$ cat src/gdsr_regs.vh
// register offsets, field positions and reset values of the gate driver status bank
`ifndef GDSR_REGS_VH
`define GDSR_REGS_VH
`define GDSR_OFS_SUMMARY 7'h00
`define GDSR_OFS_OVERCURRENT 7'h01
`define GDSR_OFS_GATE_FAULT 7'h02
`define GDSR_OFS_SUPPLY 7'h03
`define GDSR_OFS_IFACE_MEM 7'h04
`define GDSR_OFS_MONITOR 7'h05
`define GDSR_RST_SUMMARY 16'h8000
`define GDSR_RST_ZERO 16'h0000
`define GDSR_SUM_LINK_OK 15
`define GDSR_SUM_FAULT 14
`define GDSR_SUM_WARN 13
`define GDSR_SUM_DS 12
`define GDSR_SUM_GS 11
`define GDSR_SUM_SNS 10
`define GDSR_SUM_OV 9
`define GDSR_SUM_UV 8
`define GDSR_SUM_OTW 1
`define GDSR_SUM_DRV 0
`define GDSR_OC_LIMIT_ACTIVE 15
`define GDSR_IF_PSU_WARN 14
`define GDSR_IF_GATE_MODE 10
`define GDSR_IF_WDT 8
`define GDSR_IF_CRC 7
`define GDSR_IF_ADDR 6
`define GDSR_IF_CLK 5
`define GDSR_IF_FACT_MEM 4
`define GDSR_IF_USER_MEM 3
`define GDSR_IF_SHOOT 1
`define GDSR_IF_DEAD 0
`define GDSR_CLKS_CRC 7'd32
`define GDSR_CLKS_NOCRC 7'd24
`define GDSR_CLKS_LONG 7'd96
`define GDSR_CNT_W 8
`endif

$ cat src/gdsr_status_bank.v
// read-only status register bank of a three-phase gate driver
// Summary of operation
// - status bit 15 reads 1 after reset, 0 once any serial fault latched
// - status bit 14 is OR of all fault flags except user memory and tracks fault pin
// - status bit 13 is OR of warning flags except overtemperature warning
// - bits 12..8 OR drain-source, gate, sense, overvoltage, undervoltage flags
// - status bit 1 set on overtemperature warning event
// - status bit 0 mirrors driver enable control bit
// - limit counter counts overcurrents when enabled; bit 15 set when nonzero
// - overcurrent bits 10..8 are sense overcurrent phases A, B, C
// - overcurrent bits 5..0 are drain-source faults AH AL BH BL CH CL
// - gate fault bits 5..0 are AH AL BH BL CH CL
// - supply bits 15..8 supply pairs; bits 5..0 bootstrap pairs A B C
// - interface bit 14 flags power supply undervoltage warning
// - interface bit 10 reads 0 for charge pump, 1 for linear mode
// - interface bits 8, 7, 6 flag watchdog, checksum and address errors
// - with checksum on and long mode off, clock fault unless frame had 0 or 32 clocks
// - 24-bit frames need 0 or 24 clocks, 96-bit frames 0 or 96
// - interface bit 4 flags factory memory checksum fault
// - bit 3 user memory fault; set when unprogrammed; never drives fault pin
// - interface bit 1 shoot-through violation, bit 0 dead-time violation
// - monitor bits 15, 14, 13 flag phase compare faults A, B, C
// - monitor bits 11,10,9,7,4,3,0 flag reference, regulator, supply, test faults
// - latched flags stay set until the clear-faults command
// - first bit of every response word equals summary fault bit
`timescale 1ns/1ps
`include "gdsr_regs.vh"

module gdsr_status_bank (
   input wire core_clk_i, // 125 mhz core clock
   input wire rst_i, // synchronous reset, active high
   input wire clear_faults_cmd_i, // one-cycle clear of latched flags
   input wire driver_enable_ctrl_i, // driver enable control bit
   input wire cycle_limit_enable_i, // cycle-by-cycle limiting enabled
   input wire [5:0] ds_overcurrent_i, // drain-source events ah al bh bl ch cl
   input wire [2:0] sense_overcurrent_i, // sense events a b c
   input wire [5:0] gate_fault_i, // gate fault events ah al bh bl ch cl
   input wire [7:0] supply_ov_uv_i, // power, drain, pump, gate ov/uv pairs
   input wire [5:0] bootstrap_ov_uv_i, // bootstrap ov/uv pairs a b c
   input wire power_supply_under_warning_i, // supply undervoltage warning
   input wire gate_supply_regulator_mode_i, // 1 while gate supply runs linear
   input wire watchdog_timeout_i, // serial watchdog timeout event
   input wire frame_checksum_error_i, // frame checksum error event
   input wire frame_address_error_i, // frame address error event
   input wire frame_end_i, // pulse at end of a serial frame
   input wire [6:0] frame_clock_count_i, // clocks in the ending frame, saturating
   input wire frame_checksum_enable_i, // 1 selects 32-clock frames while frame_long_i is 0
   input wire frame_long_i, // 1 selects 96-clock frames
   input wire factory_memory_checksum_error_i, // factory memory checksum event
   input wire user_memory_checksum_error_i, // user memory checksum event
   input wire user_memory_programmed_i, // 0 while user memory unprogrammed
   input wire shoot_through_violation_i, // shoot-through event
   input wire dead_time_violation_i, // dead-time event
   input wire overtemp_warning_i, // overtemperature warning event
   input wire [2:0] phase_compare_fault_i, // phase compare events a b c
   input wire [6:0] monitor_fault_i, // ref ov, ref uv, sdo uv, digital_supply_over, bist, mode, clk
   input wire [6:0] rd_addr_i, // register address of the read
   input wire rd_en_i, // one-cycle read request
   output reg [15:0] rd_data_o, // read data, valid cycle after rd_en_i
   output reg rd_valid_o, // pulse marking rd_data_o
   output reg response_fault_bit_o, // leading bit of each response word
   output reg fault_out_n_o // fault pin level, low while any fault other than user memory latched
);

   reg [5:0] ds_r;
   reg [2:0] sns_r;
   reg [5:0] gs_r;
   reg [7:0] sup_r;
   reg [5:0] bst_r;
   reg psu_warn_r;
   reg wdt_r;
   reg crc_r;
   reg addr_r;
   reg clk_r;
   reg fact_r;
   reg user_r;
   reg shoot_r;
   reg dead_r;
   reg otw_r;
   reg [2:0] phc_r;
   reg [6:0] mon_r;
   reg [`GDSR_CNT_W-1:0] limit_cnt_r;
   reg [`GDSR_CNT_W-1:0] limit_cnt_nxt;
   reg clk_bad;
   reg [15:0] sel_data;
   wire clr;
   wire any_oc;
   wire [15:0] summary;
   wire [15:0] overcurrent;
   wire [15:0] gate_fault;
   wire [15:0] supply;
   wire [15:0] iface_mem;
   wire [15:0] monitor;
   wire fault_any;
   wire warn_any;
   wire ov_any;
   wire uv_any;

   // sticky set: an event wins over a clear arriving in the same cycle
   function latch_bit;
      input cur;
      input evt;
      input clear;
      begin
         latch_bit = evt | (cur & ~clear);
      end
   endfunction

   assign clr = clear_faults_cmd_i;
   assign any_oc = (|ds_overcurrent_i) | (|sense_overcurrent_i);

   // frame clock count check; zero clocks is never an error
   always @* begin
      if (frame_clock_count_i == 7'h00) begin
         clk_bad = 1'b0;
      end else if (frame_long_i) begin
         clk_bad = (frame_clock_count_i != `GDSR_CLKS_LONG);
      end else if (frame_checksum_enable_i) begin
         clk_bad = (frame_clock_count_i != `GDSR_CLKS_CRC);
      end else begin
         clk_bad = (frame_clock_count_i != `GDSR_CLKS_NOCRC);
      end
   end

   // latched detail flags; all hold until the clear command
   always @(posedge core_clk_i) begin
      if (rst_i) begin
         ds_r <= 6'h00;
         sns_r <= 3'h0;
         gs_r <= 6'h00;
         sup_r <= 8'h00;
         bst_r <= 6'h00;
         psu_warn_r <= 1'b0;
         wdt_r <= 1'b0;
         crc_r <= 1'b0;
         addr_r <= 1'b0;
         clk_r <= 1'b0;
         fact_r <= 1'b0;
         user_r <= 1'b0;
         shoot_r <= 1'b0;
         dead_r <= 1'b0;
         otw_r <= 1'b0;
         phc_r <= 3'h0;
         mon_r <= 7'h00;
      end else begin
         ds_r <= ds_overcurrent_i | (ds_r & {6{~clr}});
         sns_r <= sense_overcurrent_i | (sns_r & {3{~clr}});
         gs_r <= gate_fault_i | (gs_r & {6{~clr}});
         sup_r <= supply_ov_uv_i | (sup_r & {8{~clr}});
         bst_r <= bootstrap_ov_uv_i | (bst_r & {6{~clr}});
         psu_warn_r <= latch_bit(psu_warn_r, power_supply_under_warning_i, clr);
         wdt_r <= latch_bit(wdt_r, watchdog_timeout_i, clr);
         crc_r <= latch_bit(crc_r, frame_checksum_error_i, clr);
         addr_r <= latch_bit(addr_r, frame_address_error_i, clr);
         clk_r <= latch_bit(clk_r, frame_end_i & clk_bad, clr);
         fact_r <= latch_bit(fact_r, factory_memory_checksum_error_i, clr);
         // unprogrammed user memory re-raises the flag; software clears it once
         user_r <= latch_bit(user_r, user_memory_checksum_error_i |
                             ~user_memory_programmed_i, clr);
         shoot_r <= latch_bit(shoot_r, shoot_through_violation_i, clr);
         dead_r <= latch_bit(dead_r, dead_time_violation_i, clr);
         otw_r <= latch_bit(otw_r, overtemp_warning_i, clr);
         phc_r <= phase_compare_fault_i | (phc_r & {3{~clr}});
         mon_r <= monitor_fault_i | (mon_r & {7{~clr}});
      end
   end

   // cycle limit counter; saturates so it never wraps back to zero
   always @* begin
      limit_cnt_nxt = limit_cnt_r;
      if (clr) begin
         limit_cnt_nxt = {`GDSR_CNT_W{1'b0}};
      end
      if (cycle_limit_enable_i && any_oc && limit_cnt_r != {`GDSR_CNT_W{1'b1}}) begin
         limit_cnt_nxt = limit_cnt_r + 1'b1;
      end else if (cycle_limit_enable_i && any_oc) begin
         limit_cnt_nxt = limit_cnt_r;
      end
   end

   always @(posedge core_clk_i) begin
      if (rst_i) begin
         limit_cnt_r <= {`GDSR_CNT_W{1'b0}};
      end else begin
         limit_cnt_r <= limit_cnt_nxt;
      end
   end

   // summaries; user memory flag is left out so it never reaches the pin
   assign ov_any = sup_r[7] | sup_r[5] | sup_r[3] | sup_r[1] | bst_r[5] | bst_r[3] |
                   bst_r[1] | mon_r[6] | mon_r[3];
   assign uv_any = sup_r[6] | sup_r[4] | sup_r[2] | sup_r[0] | bst_r[4] | bst_r[2] |
                   bst_r[0] | mon_r[5] | mon_r[4];
   assign fault_any = (|ds_r) | (|sns_r) | (|gs_r) | ov_any | uv_any | wdt_r | crc_r |
                      addr_r | clk_r | fact_r | shoot_r | dead_r | (|phc_r) |
                      mon_r[2] | mon_r[1] | mon_r[0];
   assign warn_any = psu_warn_r;

   assign summary = {~(wdt_r | crc_r | addr_r | clk_r),
                     fault_any,
                     warn_any,
                     |ds_r, |gs_r, |sns_r, ov_any, uv_any,
                     6'h00,
                     otw_r,
                     driver_enable_ctrl_i};
   assign overcurrent = {(limit_cnt_r != {`GDSR_CNT_W{1'b0}}), 4'h0, sns_r, 2'b00, ds_r};
   assign gate_fault = {10'h000, gs_r};
   assign supply = {sup_r, 2'b00, bst_r};
   assign iface_mem = {1'b0, psu_warn_r, 3'b000, gate_supply_regulator_mode_i,
                       1'b0, wdt_r, crc_r, addr_r, clk_r, fact_r, user_r, 1'b0,
                       shoot_r, dead_r};
   assign monitor = {phc_r, 1'b0, mon_r[6:4], 1'b0, mon_r[3], 2'b00, mon_r[2:1],
                     2'b00, mon_r[0]};

   // address decode; unlisted offsets read as zero
   always @* begin
      if (rd_addr_i == `GDSR_OFS_SUMMARY) begin
         sel_data = summary;
      end else if (rd_addr_i == `GDSR_OFS_OVERCURRENT) begin
         sel_data = overcurrent;
      end else if (rd_addr_i == `GDSR_OFS_GATE_FAULT) begin
         sel_data = gate_fault;
      end else if (rd_addr_i == `GDSR_OFS_SUPPLY) begin
         sel_data = supply;
      end else if (rd_addr_i == `GDSR_OFS_IFACE_MEM) begin
         sel_data = iface_mem;
      end else if (rd_addr_i == `GDSR_OFS_MONITOR) begin
         sel_data = monitor;
      end else begin
         sel_data = `GDSR_RST_ZERO;
      end
   end

   // registered outputs; fault pin and response bit follow the summary one cycle late
   always @(posedge core_clk_i) begin
      if (rst_i) begin
         rd_data_o <= `GDSR_RST_ZERO;
         rd_valid_o <= 1'b0;
         response_fault_bit_o <= 1'b0;
         fault_out_n_o <= 1'b1;
      end else begin
         rd_valid_o <= rd_en_i;
         if (rd_en_i) begin
            rd_data_o <= sel_data;
         end
         response_fault_bit_o <= fault_any;
         fault_out_n_o <= ~fault_any;
      end
   end

endmodule // gdsr_status_bank

$ cat config.mk
export PLATFORM = sky130hd
export DESIGN_NAME = gdsr_status_bank
export DESIGN_NICKNAME = d
export VERILOG_FILES = /design/src/gdsr_status_bank.v
export VERILOG_INCLUDE_DIRS = /design/src
export SDC_FILE = /design/constraint.sdc
export NUM_CORES = 1
export LEC_CHECK = 0
export ABC_AREA = 1
export BUFFER_PORTS_ARGS = -buffer_cell sky130_fd_sc_hd__buf_2
export CORE_MARGIN = 2
export CORE_UTILIZATION = 25
export CTS_CLUSTER_SIZE = 20
export DETAILED_ROUTE_END_ITERATION = 10
export PLACE_DENSITY = 0.44
export SYNTH_ARGS = -nofsm -noshare
export SYNTH_HDL_FRONTEND = slang
export SYNTH_SLANG_ARGS = --single-unit
$ cat constraint.sdc
create_clock -name core_clk_i -period 1.6 [get_ports core_clk_i]
set_input_delay 0.24 -clock core_clk_i [delete_from_list [all_inputs] [get_ports core_clk_i]]
set_output_delay 0.24 -clock core_clk_i [all_outputs]
set_load 0.02 [all_outputs]
==> metrics.txt <==
PD cells between 1000 and 1500 nW/um2; outcome completed; I/O pins 92; Avg Cell Area, Syn around 6.9 um2; vias in the first global route between 3000 and 4000; Final Cell Area roughly 4600 um2; CTS H-tree lvls 3; critical path type flop to flop; Place WS 70.7 ps; overall power 4.73 mW; Critical Path, Cell by Cell ha_4 -> nand2_2 -> nor2_2 -> nand2_1 -> nor2_2 -> nand2_2 -> nand3_4 -> buf_6 -> nand3_1 -> a21oi_1; number of cells on the worst reg-to-reg path 10; Cells after Synth 503; delay-heaviest family, CP simple AND/OR/NAND/NOR gates; synth unique cells 32; Starting Density 0.254; final hold violation count 0; Inserted Clock Buffers 9; CP startpoint kind flop; Worst-path clk slew about 60 ps; # DRC 0; routed wire length per instance about 14 um; Die X 122 um; reg-to-reg slack, setup 110 ps; Core Region 13700 um2; Buf/Inv on CP 1; Synth warnings 0; hold worst-path end user_r; Min-Delay Path Depth 2; antenna viol nets, final 0; # nets final 678; reg2reg end limit_cnt_r[7]; RD Place Congestion between 0.8 and 0.9; global-route wire length before repair about 17 mm; total global routing overflow 0; Die Y approximately 120 um; Min-Delay Startpoint user_memory_programmed_i; hold buffer count at CTS 0; clock latency on the worst-skew pair about 340 ps; CTS root buffer clkbuf_16; final core utilization 0.333; worst clock skew 5.30 ps; worst slew pin tran roughly 400 ps; EDFF count, synth 0; crit end category flop; Critical-path top delay cell dfxtp_4; Area Overhead vs Synth 31.2%; Post-DP Area about 4200 um2; Worst path max stage delay approximately 370 ps; hold_ws between 90 and 100 ps; Worst Path Required 1880 ps; max-cap violations 0; Total Wirelength 11.2 mm; P_leak about 2.1 nW; routed vias around 3500; initial antenna violation count 0; register area approximately 1500 um2; VDD IR max 0.460 mV; register area share after synthesis 0.437; crit path DAT 1760 ps; Clock Path Buffers 2; HPWL after DPL 8.63 mm; Vias/cell 4.45; Slew Limit Fails 0; initial DRC count roughly 160; relative slew slack 0.737; fmax approximately 0.67 GHz; Final setup viols 0; post-layout min period about 1500 ps; Die Footprint roughly 15000 um2; GR Util All Layers 0.156; critical path peak fanout 6; largest net degree at the start of global routing 66; row count 43; mapped cell area ~3500 um2; crit share post-route 0.929; first-pass iteration count of the detailed router 4; #FFs+latches synth between 70 and 80; clock sink count 76; ratio of cells with drive above 1 in the final layout 0.250; syn_nets roughly 580; FF-to-FF Start limit_cnt_r[0]; final setup margin 114 ps; Most used DFF post-synth dfxtp_1; Filler cells around 1500; ant diodes 0; area of the multi-input gates around 1700 um2; Port Buf Inserts slightly above 90; ys async rst share 0; CTS tree built; Tightest Hold Check Type primary input to flop
## metal layers
layer	vias up	part of all wire	wire length, um	GRT usage
met2	73	0.49	5430	0.268
met3	12	0.046	511	0.0421
met1	1600	0.45	5070	0.188
met5	-	0	0	0
met4	0	0.013	140	0.0496
li1	1825	-	-	-
## cells in the mapped netlist, types with 4 or more instances
cell	number	area share
nand2_1	98	0.11
nor2_1	97	0.10
dfxtp_1	76	0.44
a21oi_1	72	0.10
nand3_1	42	0.060
inv_1	38	0.041
o21ai_0	8	0.012
clkbuf_1	7	0.0075
nor3_1	7	0.010
nor2_4	6	0.019
buf_1	5	0.0054
inv_2	5	0.0054
nand4_1	5	0.0090
or2_2	5	0.0090
a31oi_1	4	0.0072
## worst max-delay path by stage
stage	startpoint	to	slack, ps	cells after the start
6_report	limit_cnt_r[0]	limit_cnt_r[7]	110	10
5_1_grt	limit_cnt_r[0]	limit_cnt_r[7]	-20	10
4_1_cts	limit_cnt_r[1]	limit_cnt_r[0]	60	10
3_5_place_dp	limit_cnt_r[1]	limit_cnt_r[0]	70	10
3_3_place_gp	limit_cnt_r[0]	limit_cnt_r[4]	130	10
2_1_floorplan	limit_cnt_r[0]	limit_cnt_r[0]	250	10
## cell type report
| cell class | instances | share of cell area |
|---|---|---|
| clock buffer | 11 | 0.0531 |
| clock inverter | 5 | 0.0164 |
| inverter | 44 | 0.0362 |
| multi-input combinational | 366 | 0.380 |
| sequential | 76 | 0.335 |
| tap | 180 | 0.0493 |
| timing repair buffer | 106 | 0.131 |
## cells in the final DEF (no fill, tap or decap), types with 4 or more instances in the layout
master and count:
or2_2 5, a21oi_1 71, nor2_1 96, inv_2 5, buf_4 12, nand4_1 5
nand3_1 42, dfxtp_1 74, nor2_2 4, nor2_4 6, inv_1 38, o21ai_0 8
nand2_1 98, buf_2 91, nor3_1 7, clkbuf_16 9, a31oi_1 4
## worst reg2reg max path, delay by kind of cell, from the launching register on
kind	cells	cell delay, ps
flops	1	370
simple gates	7	640
fa+ha+maj	1	130
compound gates	1	150
buf+inv	1	130
## power by group
part           internal (mW)  switching, mW
clock network           1.40          0.782
logic                  0.199          0.274
registers               1.99         0.0856
## metrics by stage
stage | instances | setup TNS (ps)
floorplan | 503 | 0
global placement | 770 | 0
detailed placement | 770 | 0
CTS | 786 | 0
global route | 788 | -20.4
finish | 788 | 0
## sequential cells by signal, summed over array words and instances (netlist names), 3 cells and up
name	flops
sup_r	8
gs_r	6
mon_r	7
rd_data_o	16
bst_r	6
phc_r	3
ds_r	6
sns_r	3
limit_cnt_r	8
## timing repair
item	CTS	global route
buffers inserted	0	2
endpoints found under the hold margin	0	0
resized for setup	0	11
setup endpoints to repair	0	8
## logic make-up after synthesis
group	synth area share
flip-flops	0.437
AND/OR/NAND/NOR	0.344
AO/OA/AOI/OAI	0.139
buffers and inverters	0.0701
XOR/XNOR	0.00252
adder cells (fa/ha/maj)	0.00719
(Power assumes the default switching activity.)
